==> src/input_event_counter_pkg.sv <==
// Constants and types shared by the input event counter design
package input_event_counter_pkg;

    // ------------------------------------------------------------
    // Sizes
    // ------------------------------------------------------------
    localparam int NUM_CH = 16;
    localparam int CH_W = 4;
    localparam int CNT_W = 32;
    localparam int DB_W = 16;
    localparam int ADDR_W = 8;
    localparam int DATA_W = 32;

    // ------------------------------------------------------------
    // Timing
    // ------------------------------------------------------------
    localparam int CLK_PERIOD_NS = 25;
    localparam int TICK_PERIOD_NS = 1000000;
    localparam int TICK_CYCLES = TICK_PERIOD_NS / CLK_PERIOD_NS;
    localparam int TICK_W = 16;

    // ------------------------------------------------------------
    // Register byte addresses
    // ------------------------------------------------------------
    localparam logic [ADDR_W-1:0] DEBOUNCE_TIME_OFS = 8'h00;
    localparam logic [ADDR_W-1:0] DEBOUNCE_EN_OFS = 8'h04;
    localparam logic [ADDR_W-1:0] COUNT_DIR_OFS = 8'h08;
    localparam logic [ADDR_W-1:0] COUNT_EDGE_OFS = 8'h0c;
    localparam logic [ADDR_W-1:0] ALARM_EN_OFS = 8'h10;
    localparam logic [ADDR_W-1:0] TERM_MODE_OFS = 8'h14;
    localparam logic [ADDR_W-1:0] ALARM_CLEAR_OFS = 8'h18;
    localparam logic [ADDR_W-1:0] COUNT_RELOAD_OFS = 8'h1c;
    localparam logic [ADDR_W-1:0] EVENT_STATUS_OFS = 8'h20;
    localparam logic [ADDR_W-1:0] EVENT_MASK_OFS = 8'h24;
    localparam logic [ADDR_W-1:0] INPUT_STATE_OFS = 8'h28;
    localparam logic [1:0] COUNT_WIN = 2'h1;
    localparam logic [1:0] PRELOAD_WIN = 2'h2;
    localparam int WIN_POS = 6;
    localparam int IDX_POS = 2;

    // ------------------------------------------------------------
    // Reset values
    // ------------------------------------------------------------
    localparam logic [DB_W-1:0] DEBOUNCE_TIME_RST = 16'h0000;
    localparam logic [NUM_CH-1:0] DEBOUNCE_EN_RST = 16'h0000;
    localparam logic [NUM_CH-1:0] COUNT_DIR_RST = 16'h0000;
    localparam logic [NUM_CH-1:0] COUNT_EDGE_RST = 16'h0000;
    localparam logic [NUM_CH-1:0] ALARM_EN_RST = 16'h0000;
    localparam logic [NUM_CH-1:0] TERM_MODE_RST = 16'h0000;
    localparam logic [NUM_CH-1:0] EVENT_MASK_RST = 16'h0000;
    localparam logic [CNT_W-1:0] COUNT_RST = 32'h0000_0000;

    // ------------------------------------------------------------
    // Terminal values
    // ------------------------------------------------------------
    localparam logic [CNT_W-1:0] TERM_UP = 32'hffff_ffff;
    localparam logic [CNT_W-1:0] TERM_DOWN = 32'h0000_0000;

    // ------------------------------------------------------------
    // Engine states
    // ------------------------------------------------------------
    typedef enum logic [1:0] {
        ST_INIT,
        ST_IDLE,
        ST_FETCH,
        ST_UPDATE
    } engine_state_t;

    // Sticky flag update, the set wins over the clear
    function automatic logic [NUM_CH-1:0] sticky(input logic [NUM_CH-1:0] cur,
                                                 input logic [NUM_CH-1:0] set,
                                                 input logic [NUM_CH-1:0] clr);
        sticky = set | (cur & ~clr);
    endfunction

endpackage

==> src/debounce_filter.sv <==
// Level debounce filter for one input channel
`timescale 1ns/1ps
module debounce_filter
    import input_event_counter_pkg::*;
(
    // Clock and reset
    input wire logic sys_clk,
    input wire logic rst_n,
    // Control
    input wire logic tick_ms,
    input wire logic enable,
    input wire logic [DB_W-1:0] time_ms,
    // Levels
    input wire logic raw_in,
    output logic level_out
);

    logic level_reg;
    logic level_next;
    logic [DB_W-1:0] cnt_reg;
    logic [DB_W-1:0] cnt_next;

    assign level_out = level_reg;

    always_comb begin
        level_next = level_reg;
        cnt_next = cnt_reg;
        if (!enable || time_ms == '0) begin
            level_next = raw_in;
            cnt_next = '0;
        end else if (raw_in == level_reg) begin
            cnt_next = '0;
        end else if (tick_ms) begin
            if (cnt_reg + 16'h0001 >= time_ms) begin
                level_next = raw_in;
                cnt_next = '0;
            end else begin
                cnt_next = cnt_reg + 16'h0001;
            end
        end
    end

    always_ff @(posedge sys_clk) begin
        if (!rst_n) begin
            level_reg <= 1'b0;
            cnt_reg <= '0;
        end else begin
            level_reg <= level_next;
            cnt_reg <= cnt_next;
        end
    end

endmodule

==> src/count_memory.sv <==
// Word memory with one write port and two registered read ports
`timescale 1ns/1ps
module count_memory
    import input_event_counter_pkg::*;
(
    // Clock
    input wire logic sys_clk,
    // Write port
    input wire logic wr_en,
    input wire logic [CH_W-1:0] wr_addr,
    input wire logic [CNT_W-1:0] wr_data,
    // Read port a
    input wire logic [CH_W-1:0] rd_addr_a,
    output logic [CNT_W-1:0] rd_data_a,
    // Read port b
    input wire logic [CH_W-1:0] rd_addr_b,
    output logic [CNT_W-1:0] rd_data_b
);

    logic [CNT_W-1:0] mem [NUM_CH];

    always_ff @(posedge sys_clk) begin
        if (wr_en) begin
            mem[wr_addr] <= wr_data;
        end
        rd_data_a <= mem[rd_addr_a];
        rd_data_b <= mem[rd_addr_b];
    end

endmodule

==> src/input_event_counter.sv <==
// Input event counters with debounce, preload, alarms and event interrupt
//
// Behaviour
// - One 32-bit count per channel, kept across reset when retention is asked.
// - Per-channel debounce enable filters transitions before counting.
// - One shared debounce time, 0 to 65535 ms, used by all.
// - Per-channel direction: up by default, or down from preload.
// - Per-channel count edge: falling by default, or rising.
// - Count reloads its preload on software reset or rollover.
// - Alarm enable, off at reset, lets terminal count drive the alarm.
// - Terminal value is 0 counting down, all ones counting up.
// - Auto mode clears alarm on next event; latch holds until cleared.
//
// Design decisions made here: the register addresses and the strobed register port.
`timescale 1ns/1ps
module input_event_counter
    import input_event_counter_pkg::*;
#(
    parameter int TICK_LEN = TICK_CYCLES
)
(
    // Clock and reset
    input wire logic sys_clk,
    input wire logic rst_n,
    // Field inputs
    input wire logic [NUM_CH-1:0] field_in,
    input wire logic keep_counts,
    // Register port
    input wire logic [ADDR_W-1:0] reg_addr,
    input wire logic [DATA_W-1:0] reg_wdata,
    input wire logic reg_wr,
    input wire logic reg_rd,
    output logic [DATA_W-1:0] reg_rdata,
    // Alarms and interrupt
    output logic [NUM_CH-1:0] alarm_out,
    output logic irq
);

    // ------------------------------------------------------------
    // Millisecond tick
    // ------------------------------------------------------------
    logic [TICK_W-1:0] tick_cnt_reg;
    logic [TICK_W-1:0] tick_cnt_next;
    logic tick_reg;
    logic tick_next;

    always_comb begin
        tick_next = 1'b0;
        tick_cnt_next = tick_cnt_reg + 16'h0001;
        if (tick_cnt_reg == TICK_W'(TICK_LEN - 1)) begin
            tick_cnt_next = '0;
            tick_next = 1'b1;
        end
    end

    always_ff @(posedge sys_clk) begin
        if (!rst_n) begin
            tick_cnt_reg <= '0;
            tick_reg <= 1'b0;
        end else begin
            tick_cnt_reg <= tick_cnt_next;
            tick_reg <= tick_next;
        end
    end

    // ------------------------------------------------------------
    // Control registers and bus slave
    // ------------------------------------------------------------
    logic [DB_W-1:0] db_time_reg, db_time_next;
    logic [NUM_CH-1:0] db_en_reg, db_en_next;
    logic [NUM_CH-1:0] dir_reg, dir_next;
    logic [NUM_CH-1:0] edge_reg, edge_next;
    logic [NUM_CH-1:0] alarm_en_reg, alarm_en_next;
    logic [NUM_CH-1:0] term_mode_reg, term_mode_next;
    logic [NUM_CH-1:0] mask_reg, mask_next;
    logic [DATA_W-1:0] rdata_reg, rdata_next;
    logic [1:0] rsel_reg, rsel_next;
    logic [NUM_CH-1:0] alarm_clr_w, reload_w, status_clr_w;
    logic [NUM_CH-1:0] level, status_reg, alarm_reg, reload_pend_reg;
    logic [CNT_W-1:0] cnt_qa, cnt_qb, pre_qa, pre_qb;
    logic [1:0] win;
    logic [CH_W-1:0] win_idx;
    logic pre_wr;

    assign win = reg_addr[WIN_POS+1:WIN_POS];
    assign win_idx = reg_addr[IDX_POS+CH_W-1:IDX_POS];
    assign pre_wr = reg_wr && win == PRELOAD_WIN;

    always_comb begin
        db_time_next = db_time_reg;
        db_en_next = db_en_reg;
        dir_next = dir_reg;
        edge_next = edge_reg;
        alarm_en_next = alarm_en_reg;
        term_mode_next = term_mode_reg;
        mask_next = mask_reg;
        alarm_clr_w = '0;
        reload_w = '0;
        status_clr_w = '0;
        rdata_next = '0;
        rsel_next = 2'h0;
        if (reg_wr) begin
            case (reg_addr)
                DEBOUNCE_TIME_OFS: db_time_next = reg_wdata[DB_W-1:0];
                DEBOUNCE_EN_OFS: db_en_next = reg_wdata[NUM_CH-1:0];
                COUNT_DIR_OFS: dir_next = reg_wdata[NUM_CH-1:0];
                COUNT_EDGE_OFS: edge_next = reg_wdata[NUM_CH-1:0];
                ALARM_EN_OFS: alarm_en_next = reg_wdata[NUM_CH-1:0];
                TERM_MODE_OFS: term_mode_next = reg_wdata[NUM_CH-1:0];
                ALARM_CLEAR_OFS: alarm_clr_w = reg_wdata[NUM_CH-1:0];
                COUNT_RELOAD_OFS: reload_w = reg_wdata[NUM_CH-1:0];
                EVENT_STATUS_OFS: status_clr_w = reg_wdata[NUM_CH-1:0];
                EVENT_MASK_OFS: mask_next = reg_wdata[NUM_CH-1:0];
                default: ;
            endcase
        end
        if (reg_rd) begin
            if (win == COUNT_WIN) begin
                rsel_next = COUNT_WIN;
            end else if (win == PRELOAD_WIN) begin
                rsel_next = PRELOAD_WIN;
            end else begin
                case (reg_addr)
                    DEBOUNCE_TIME_OFS: rdata_next = {16'h0000, db_time_reg};
                    DEBOUNCE_EN_OFS: rdata_next = {16'h0000, db_en_reg};
                    COUNT_DIR_OFS: rdata_next = {16'h0000, dir_reg};
                    COUNT_EDGE_OFS: rdata_next = {16'h0000, edge_reg};
                    ALARM_EN_OFS: rdata_next = {16'h0000, alarm_en_reg};
                    TERM_MODE_OFS: rdata_next = {16'h0000, term_mode_reg};
                    ALARM_CLEAR_OFS: rdata_next = {16'h0000, alarm_reg};
                    COUNT_RELOAD_OFS: rdata_next = {16'h0000, reload_pend_reg};
                    EVENT_STATUS_OFS: rdata_next = {16'h0000, status_reg};
                    EVENT_MASK_OFS: rdata_next = {16'h0000, mask_reg};
                    INPUT_STATE_OFS: rdata_next = {16'h0000, level};
                    default: rdata_next = '0;
                endcase
            end
        end
    end

    always_ff @(posedge sys_clk) begin
        if (!rst_n) begin
            db_time_reg <= DEBOUNCE_TIME_RST;
            db_en_reg <= DEBOUNCE_EN_RST;
            dir_reg <= COUNT_DIR_RST;
            edge_reg <= COUNT_EDGE_RST;
            alarm_en_reg <= ALARM_EN_RST;
            term_mode_reg <= TERM_MODE_RST;
            mask_reg <= EVENT_MASK_RST;
            rdata_reg <= '0;
            rsel_reg <= 2'h0;
        end else begin
            db_time_reg <= db_time_next;
            db_en_reg <= db_en_next;
            dir_reg <= dir_next;
            edge_reg <= edge_next;
            alarm_en_reg <= alarm_en_next;
            term_mode_reg <= term_mode_next;
            mask_reg <= mask_next;
            rdata_reg <= rdata_next;
            rsel_reg <= rsel_next;
        end
    end

    assign reg_rdata = (rsel_reg == COUNT_WIN) ? cnt_qb :
                       (rsel_reg == PRELOAD_WIN) ? pre_qb : rdata_reg;

    // ------------------------------------------------------------
    // Debounce and edge detection
    // ------------------------------------------------------------
    logic [NUM_CH-1:0] prev_reg, hit;

    for (genvar i = 0; i < NUM_CH; i++) begin : g_filter
        debounce_filter u_filter (
            .sys_clk(sys_clk),
            .rst_n(rst_n),
            .tick_ms(tick_reg),
            .enable(db_en_reg[i]),
            .time_ms(db_time_reg),
            .raw_in(field_in[i]),
            .level_out(level[i])
        );
    end

    assign hit = (edge_reg & level & ~prev_reg) | (~edge_reg & ~level & prev_reg);

    // ------------------------------------------------------------
    // Count engine
    // ------------------------------------------------------------
    engine_state_t state_reg, state_next;
    logic [CH_W-1:0] ch_reg, ch_next;
    logic [NUM_CH-1:0] event_pend_reg, event_pend_next;
    logic [NUM_CH-1:0] reload_pend_next, status_next, alarm_next;
    logic [NUM_CH-1:0] done_ev, done_rl, term_set, alarm_set, alarm_auto_clr;
    logic [NUM_CH-1:0] pend_any;
    logic cnt_wr;
    logic [CNT_W-1:0] cnt_wdata, pre_wdata;
    logic [CH_W-1:0] pre_waddr;
    logic pre_we;
    logic irq_reg, irq_next;

    assign pend_any = event_pend_reg | reload_pend_reg;

    always_comb begin
        state_next = state_reg;
        ch_next = ch_reg;
        done_ev = '0;
        done_rl = '0;
        term_set = '0;
        alarm_set = '0;
        alarm_auto_clr = '0;
        cnt_wr = 1'b0;
        cnt_wdata = COUNT_RST;
        case (state_reg)
            ST_INIT: begin
                cnt_wr = !keep_counts;
                ch_next = ch_reg + 4'h1;
                if (keep_counts || ch_reg == 4'(NUM_CH - 1)) begin
                    state_next = ST_IDLE;
                    ch_next = '0;
                end
            end
            ST_IDLE: begin
                for (int i = NUM_CH - 1; i >= 0; i--) begin
                    if (pend_any[i]) begin
                        ch_next = 4'(i);
                    end
                end
                if (|pend_any) begin
                    state_next = ST_FETCH;
                end
            end
            ST_FETCH: state_next = ST_UPDATE;
            ST_UPDATE: begin
                state_next = ST_IDLE;
                cnt_wr = 1'b1;
                if (reload_pend_reg[ch_reg]) begin
                    done_rl[ch_reg] = 1'b1;
                    cnt_wdata = pre_qa;
                end else begin
                    done_ev[ch_reg] = 1'b1;
                    alarm_auto_clr[ch_reg] = !term_mode_reg[ch_reg];
                    if (!dir_reg[ch_reg]) begin
                        if (cnt_qa == TERM_UP) begin
                            cnt_wdata = pre_qa;
                        end else begin
                            cnt_wdata = cnt_qa + 32'h0000_0001;
                            term_set[ch_reg] = (cnt_wdata == TERM_UP);
                        end
                    end else begin
                        if (cnt_qa == TERM_DOWN) begin
                            cnt_wdata = pre_qa;
                        end else begin
                            cnt_wdata = cnt_qa - 32'h0000_0001;
                            term_set[ch_reg] = (cnt_wdata == TERM_DOWN);
                        end
                    end
                    alarm_set = term_set & alarm_en_reg;
                end
            end
            default: state_next = ST_IDLE;
        endcase
        event_pend_next = sticky(event_pend_reg, hit, done_ev);
        reload_pend_next = sticky(reload_pend_reg, reload_w, done_rl);
        status_next = sticky(status_reg, term_set, status_clr_w);
        alarm_next = sticky(alarm_reg, alarm_set, alarm_clr_w | alarm_auto_clr) & alarm_en_next;
        irq_next = |(status_next & mask_next);
        pre_we = pre_wr || (state_reg == ST_INIT && !keep_counts);
        pre_waddr = (state_reg == ST_INIT) ? ch_reg : win_idx;
        pre_wdata = (state_reg == ST_INIT) ? COUNT_RST : reg_wdata;
    end

    always_ff @(posedge sys_clk) begin
        if (!rst_n) begin
            state_reg <= ST_INIT;
            ch_reg <= '0;
            prev_reg <= '0;
            event_pend_reg <= '0;
            reload_pend_reg <= '0;
            status_reg <= '0;
            alarm_reg <= '0;
            irq_reg <= 1'b0;
        end else begin
            state_reg <= state_next;
            ch_reg <= ch_next;
            prev_reg <= level;
            event_pend_reg <= event_pend_next;
            reload_pend_reg <= reload_pend_next;
            status_reg <= status_next;
            alarm_reg <= alarm_next;
            irq_reg <= irq_next;
        end
    end

    assign alarm_out = alarm_reg;
    assign irq = irq_reg;

    // ------------------------------------------------------------
    // Count and preload storage
    // ------------------------------------------------------------
    count_memory u_count_mem (
        .sys_clk(sys_clk),
        .wr_en(cnt_wr),
        .wr_addr(ch_reg),
        .wr_data(cnt_wdata),
        .rd_addr_a(ch_reg),
        .rd_data_a(cnt_qa),
        .rd_addr_b(win_idx),
        .rd_data_b(cnt_qb)
    );

    count_memory u_preload_mem (
        .sys_clk(sys_clk),
        .wr_en(pre_we),
        .wr_addr(pre_waddr),
        .wr_data(pre_wdata),
        .rd_addr_a(ch_reg),
        .rd_data_a(pre_qa),
        .rd_addr_b(win_idx),
        .rd_data_b(pre_qb)
    );

endmodule

==> config.mk <==
export PLATFORM = sky130hd
export DESIGN_NAME = input_event_counter
export DESIGN_NICKNAME = d
export VERILOG_FILES = /design/src/input_event_counter_pkg.sv /design/src/debounce_filter.sv /design/src/count_memory.sv /design/src/input_event_counter.sv
export SDC_FILE = /design/constraint.sdc
export NUM_CORES = 2
export LEC_CHECK = 0
export BUFFER_PORTS_ARGS = -buffer_cell sky130_fd_sc_hd__buf_2
export CAP_MARGIN = 10
export CORE_UTILIZATION = 40
export DETAILED_ROUTE_END_ITERATION = 10
export PLACE_DENSITY = 0.62
export SETUP_SLACK_MARGIN = 0.15
export SLEW_MARGIN = 40
export SYNTH_ARGS = -nofsm -noshare
export SYNTH_HDL_FRONTEND = slang
export SYNTH_SLANG_ARGS = --single-unit
==> constraint.sdc <==
create_clock -name sys_clk -period 5.9 [get_ports sys_clk]
set_clock_uncertainty 0.2 [all_clocks]
set_input_delay 0.295 -clock sys_clk [delete_from_list [all_inputs] [get_ports sys_clk]]
set_output_delay 0.295 -clock sys_clk [all_outputs]
set_load 0.02 [all_outputs]
==> flow_results.org <==
** Outcome
- Run status :: complete, no violations

** Yosys
- Number of flops mapped to enable cells by yosys :: 1024
- Count of yosys warnings during synthesis :: 0
- Counting every net in the synthesized netlist gives 6692.
- The synthesized design contains 1658 register bits.
- Portion of the post-synthesis area used by sequential elements :: 52.5%
- For this run, the leading register cell type out of synthesis is sky130_fd_sc_hd__edfxtp_1.
- Netlist area before placement :: 82800 um^2
- Number of distinct library cell variants in the gate-level netlist after synthesis :: 82
- Post-synthesis async set-or-reset flop share :: 0%
- Synthesized instance count :: 6342
- Avg Inst Size Synth :: 13.1 um^2

** Detailed routing
- Overall via count from detail_route :: 57700
- DRT antenna net count :: 0
- Pre-Repair DR Iteration Count :: 11
- After detailed routing, no signal wire sits above met5.
- For this block, the initial DRC count from the detailed router was 6948.
- For this block, wires on met1 add up to 102000 um.
- In the final routed layout, each cell accounts on average for 27.4 um.
- Wires add up to 255000 um.
- Detailed routing placed a total of 123000 um of wire on met2.
- WL met3 :: 20400 um
- DRC errors left :: 0
- Drt via density :: 6.21

** Clock tree
- The number of clock buffers added by TritonCTS is 175.
- The H-tree was split into 4 levels.
- CTS Root Cell :: sky130_fd_sc_hd__clkbuf_16
- Sinks on Clock Net :: 1658
- Clock-pin slew on the worst setup and hold paths :: 0.06 ns
- In this run the deepest clock path goes through 3 buffers.
- Latest clock arrival within the worst-skew pair :: 0.85 ns
- CTS-repair resized insts :: 0
- Clock tree from TritonCTS :: yes

** Critical path
- The critical path contains buffers and inverters numbering 0 combined.
- The signal on the critical path passes through nand3_1 -> nor3_1 -> and3_1 -> and3_1 -> and3_1 -> nand3_1 -> xnor2_1 -> ha_1 -> and4_1 -> a221oi_1 -> o21ai_2 -> nor2_1 -> nand3b_1 -> a21oi_1.
- Slowest CP cell :: sky130_fd_sc_hd__nor2_1
- The largest single stage delay on the critical path is 0.71 ns.
- Register-to-Register Setup Slack :: 1.04 ns
- The worst setup path is launched from a flip-flop.
- The kind of cell with the highest combined delay along the critical path is simple AND/OR/NAND/NOR gates.
- Data required time at the worst endpoint :: 6.46 ns
- The worst setup path is captured at a flip-flop.
- Among the stages of the critical path, the cell type that occurs most often is sky130_fd_sc_hd__and3_1.
- Data arrives at the worst endpoint at 5.42 ns.
- Reg2Reg Launch Point :: g_filter[10].u_filter.cnt_reg[0]
- Tracing the worst setup path back leads to its startpoint at g_filter[10].u_filter.cnt_reg[0].
- Along the worst path, the maximum fanout reaches 16.
- The critical path is of the flip-flop to flip-flop type.

** Place
- Placement-stage worst setup slack :: 1.15 ns
- The placed instances occupy a cell area of 87200 um^2.
- Once placement completed, the tool counted placed cells totaling 8906.
- Routability-driven placement finished with a final weighted congestion of 0.965.
- During placement, the flow inserted port buffers numbering 109.
- Placed wire-length estimate after detailed placement :: 163000 um

** Power
- Total power divided by cell area :: 350 nW/um^2
- Reported net switching power :: 9.62 mW
- Summing internal, switching and leakage power gives 32.9 mW.
- Internal power :: 23.3 mW
- Of the total power, the share spent switching nets is 29.2%.
- Of the total power, combinational logic draws 21.7%.
- Part of the total power dissipated in the clock network :: 34.7%
- Maximum vdd drop :: 0.359 mV
- Sequential cells burn 43.6% of the power.
- Static leakage :: 32.1 nW

** Timing
- Normalized max-slew margin :: 36.6%
- Across all setup checks in the final design, the least slack found is 1.04 ns.
- Hold timing on the final database bottoms out at a slack of 0.0799 ns.
- Slew at the pin closest to its max-slew limit :: 0.951 ns
- Setup TNS :: 0 ns
- For this run, the top clock speed supported by timing is 0.206 GHz.
- In the finished design, the share of the clock period the worst path needs comes to 82.4%.
- Final hold violation count :: 0
- The final count of pins violating max slew came to 0.
- Shortest clock period the worst path allows after layout :: 4.86 ns
- Setup violations remaining at the end of the flow were counted as 0.
- Unrepaired setup endpoints after global routing :: no

** Global routing
- The initial antenna violation count was 9.
- First-pass GRT wire length :: 375000 um
- Total GRT Usage :: 24.0%
- Number of global-route vias before repair :: 56700
- Entering global routing, the biggest net connects 120 pins.
- Global routing finished with a remaining overflow of 0.

** Final layout
- Most common library cell in the layout ignoring fill and taps :: sky130_fd_sc_hd__edfxtp_1
- Post-Layout Cell Count :: 9302
- Leaving out fill and tap cells, the most frequent cells in the layout are sky130_fd_sc_hd__edfxtp_1 (1024), sky130_fd_sc_hd__mux4_2 (653), sky130_fd_sc_hd__dfxtp_1 (628).
- Count of filler cells inserted in the layout :: 18000
- Final Core Density :: 45.8%
- Once layout is done, the placed cells without fillers occupy 94000 um^2.
- Layout cells sized above 1 :: 20.5%
- Total number of nets in the final design :: 6811
- Synthesis-to-finish area growth :: 13.5%

** Floorplanning
- During I/O placement, the number of pins put on the boundary was 110.
- In this run the standard cell core region covers 205000 um^2.
- Area of the die :: 209000 um^2
- Vertical die dimension :: 457 um
- Std cell rows :: 166
- From left edge to right edge, the die measures 457 um.
- For this configuration, the core starts out at a cell density of 40.3%.

** Job
- Across the run, the number of max-cap violations was 0.

** Min path
- The startpoint identified for the worst hold timing path is reg_addr[2].
- Hold/Removal Path Class :: primary input to flip-flop
[worst register-to-register path, delay by kind of cell, from the launching register on]
family	cells	cell delay, ns
simple gates	9	2.75
xor+xnor	1	0.24
flops	1	0.41
compound gates	3	0.89
fa+ha+maj	1	0.29
[cells in the mapped netlist, types with 17 or more instances]
library cell                instances  area (um^2)
sky130_fd_sc_hd__xnor2_1           98          858
sky130_fd_sc_hd__a221oi_1          34          298
sky130_fd_sc_hd__ha_1             289         3620
sky130_fd_sc_hd__xor2_1           224         1960
sky130_fd_sc_hd__nor2_1           402         1510
sky130_fd_sc_hd__nor3_1            80          400
sky130_fd_sc_hd__edfxtp_1        1024        30700
sky130_fd_sc_hd__o2111ai_1         17          149
sky130_fd_sc_hd__o21ai_0          239         1200
sky130_fd_sc_hd__a211oi_1          33          248
sky130_fd_sc_hd__a31oi_1           19          119
sky130_fd_sc_hd__a22o_1            38          333
sky130_fd_sc_hd__inv_1             53          199
sky130_fd_sc_hd__nand4_1           38          238
sky130_fd_sc_hd__a222oi_1          48          480
sky130_fd_sc_hd__and4_1            21          184
sky130_fd_sc_hd__nand2b_1          28          175
sky130_fd_sc_hd__and3_1           133          832
sky130_fd_sc_hd__nand3b_1         100          751
sky130_fd_sc_hd__buf_1             75          282
sky130_fd_sc_hd__a22oi_1           39          293
sky130_fd_sc_hd__nand2_1          523         1960
sky130_fd_sc_hd__a21oi_1          400         2000
sky130_fd_sc_hd__nor4_1            32          200
sky130_fd_sc_hd__clkbuf_1         313         1170
sky130_fd_sc_hd__nand3_1          261         1310
sky130_fd_sc_hd__mux2i_1           58          581
sky130_fd_sc_hd__o221ai_1          32          280
sky130_fd_sc_hd__a21o_1            64          480
sky130_fd_sc_hd__o22ai_1           18          113
sky130_fd_sc_hd__and2_1            40          250
sky130_fd_sc_hd__dfxtp_1          634        12700
sky130_fd_sc_hd__nor2b_1           68          425
sky130_fd_sc_hd__mux4_2           653        14700
[power by group through the flow]
stage | Combinational, mW | Sequential, mW | Clock (mW)
after global placement | 6.80 | 14.5 | 0
after global routing | 7.47 | 14.4 | 12.0
after detailed placement | 7.01 | 14.6 | 0
after floorplan | 5.04 | 14.0 | 0
final | 7.12 | 14.4 | 11.4
after CTS | 7.07 | 14.3 | 11.6
[layer usage]
layer | track usage (%) | vias to the layer above
li1 | - | 25100
met1 | 31.8 | 29400
met2 | 39.4 | 2729
met3 | 3.92 | 492
met4 | 9.39 | 2
met5 | 0 | -
[timing repair]
item | CTS | global route
hold buffers | 63 | 0
buffers inserted | 0 | 0
hold endpoints to repair | 546 | 0
[layout make-up]
| cell class | instances | area, um^2 | share of cell area [%] |
|---|---|---|---|
| diodes | 2 | 5.00 | 0.00532 |
| clock buffers | 233 | 4810 | 5.12 |
| clock inverters | 95 | 1100 | 1.17 |
| inverters | 58 | 224 | 0.238 |
| multi-input cells | 4224 | 38100 | 40.6 |
| flip-flops and latches | 1658 | 43500 | 46.2 |
| well taps | 2688 | 3360 | 3.58 |
| repair buffers | 344 | 2900 | 3.09 |
[kinds of logic (layout without fill, tap and decap cells)]
family	after synthesis	after routing	synth area share, %
muxes	714	714	18.5
adders and majority gates	289	289	4.37
DFF	1658	1658	52.5
and+or+nand+nor	1796	1796	10.6
other	0	2	0
AOI/OAI and AO/OA	1103	1103	8.49
xor gates and xnor gates	322	322	3.41
buffers and inverters	460	730	2.12
[final timing paths]
path,endpoint,cells past startpoint
worst max register to register,g_filter[10].u_filter.cnt_reg[5],14
worst min-delay path,u_preload_mem.rd_data_b[6],3
worst min register to register,term_mode_reg[14],2
worst max-delay path,g_filter[10].u_filter.cnt_reg[5],14
No activity file was read; power rests on OpenSTA's default activity.
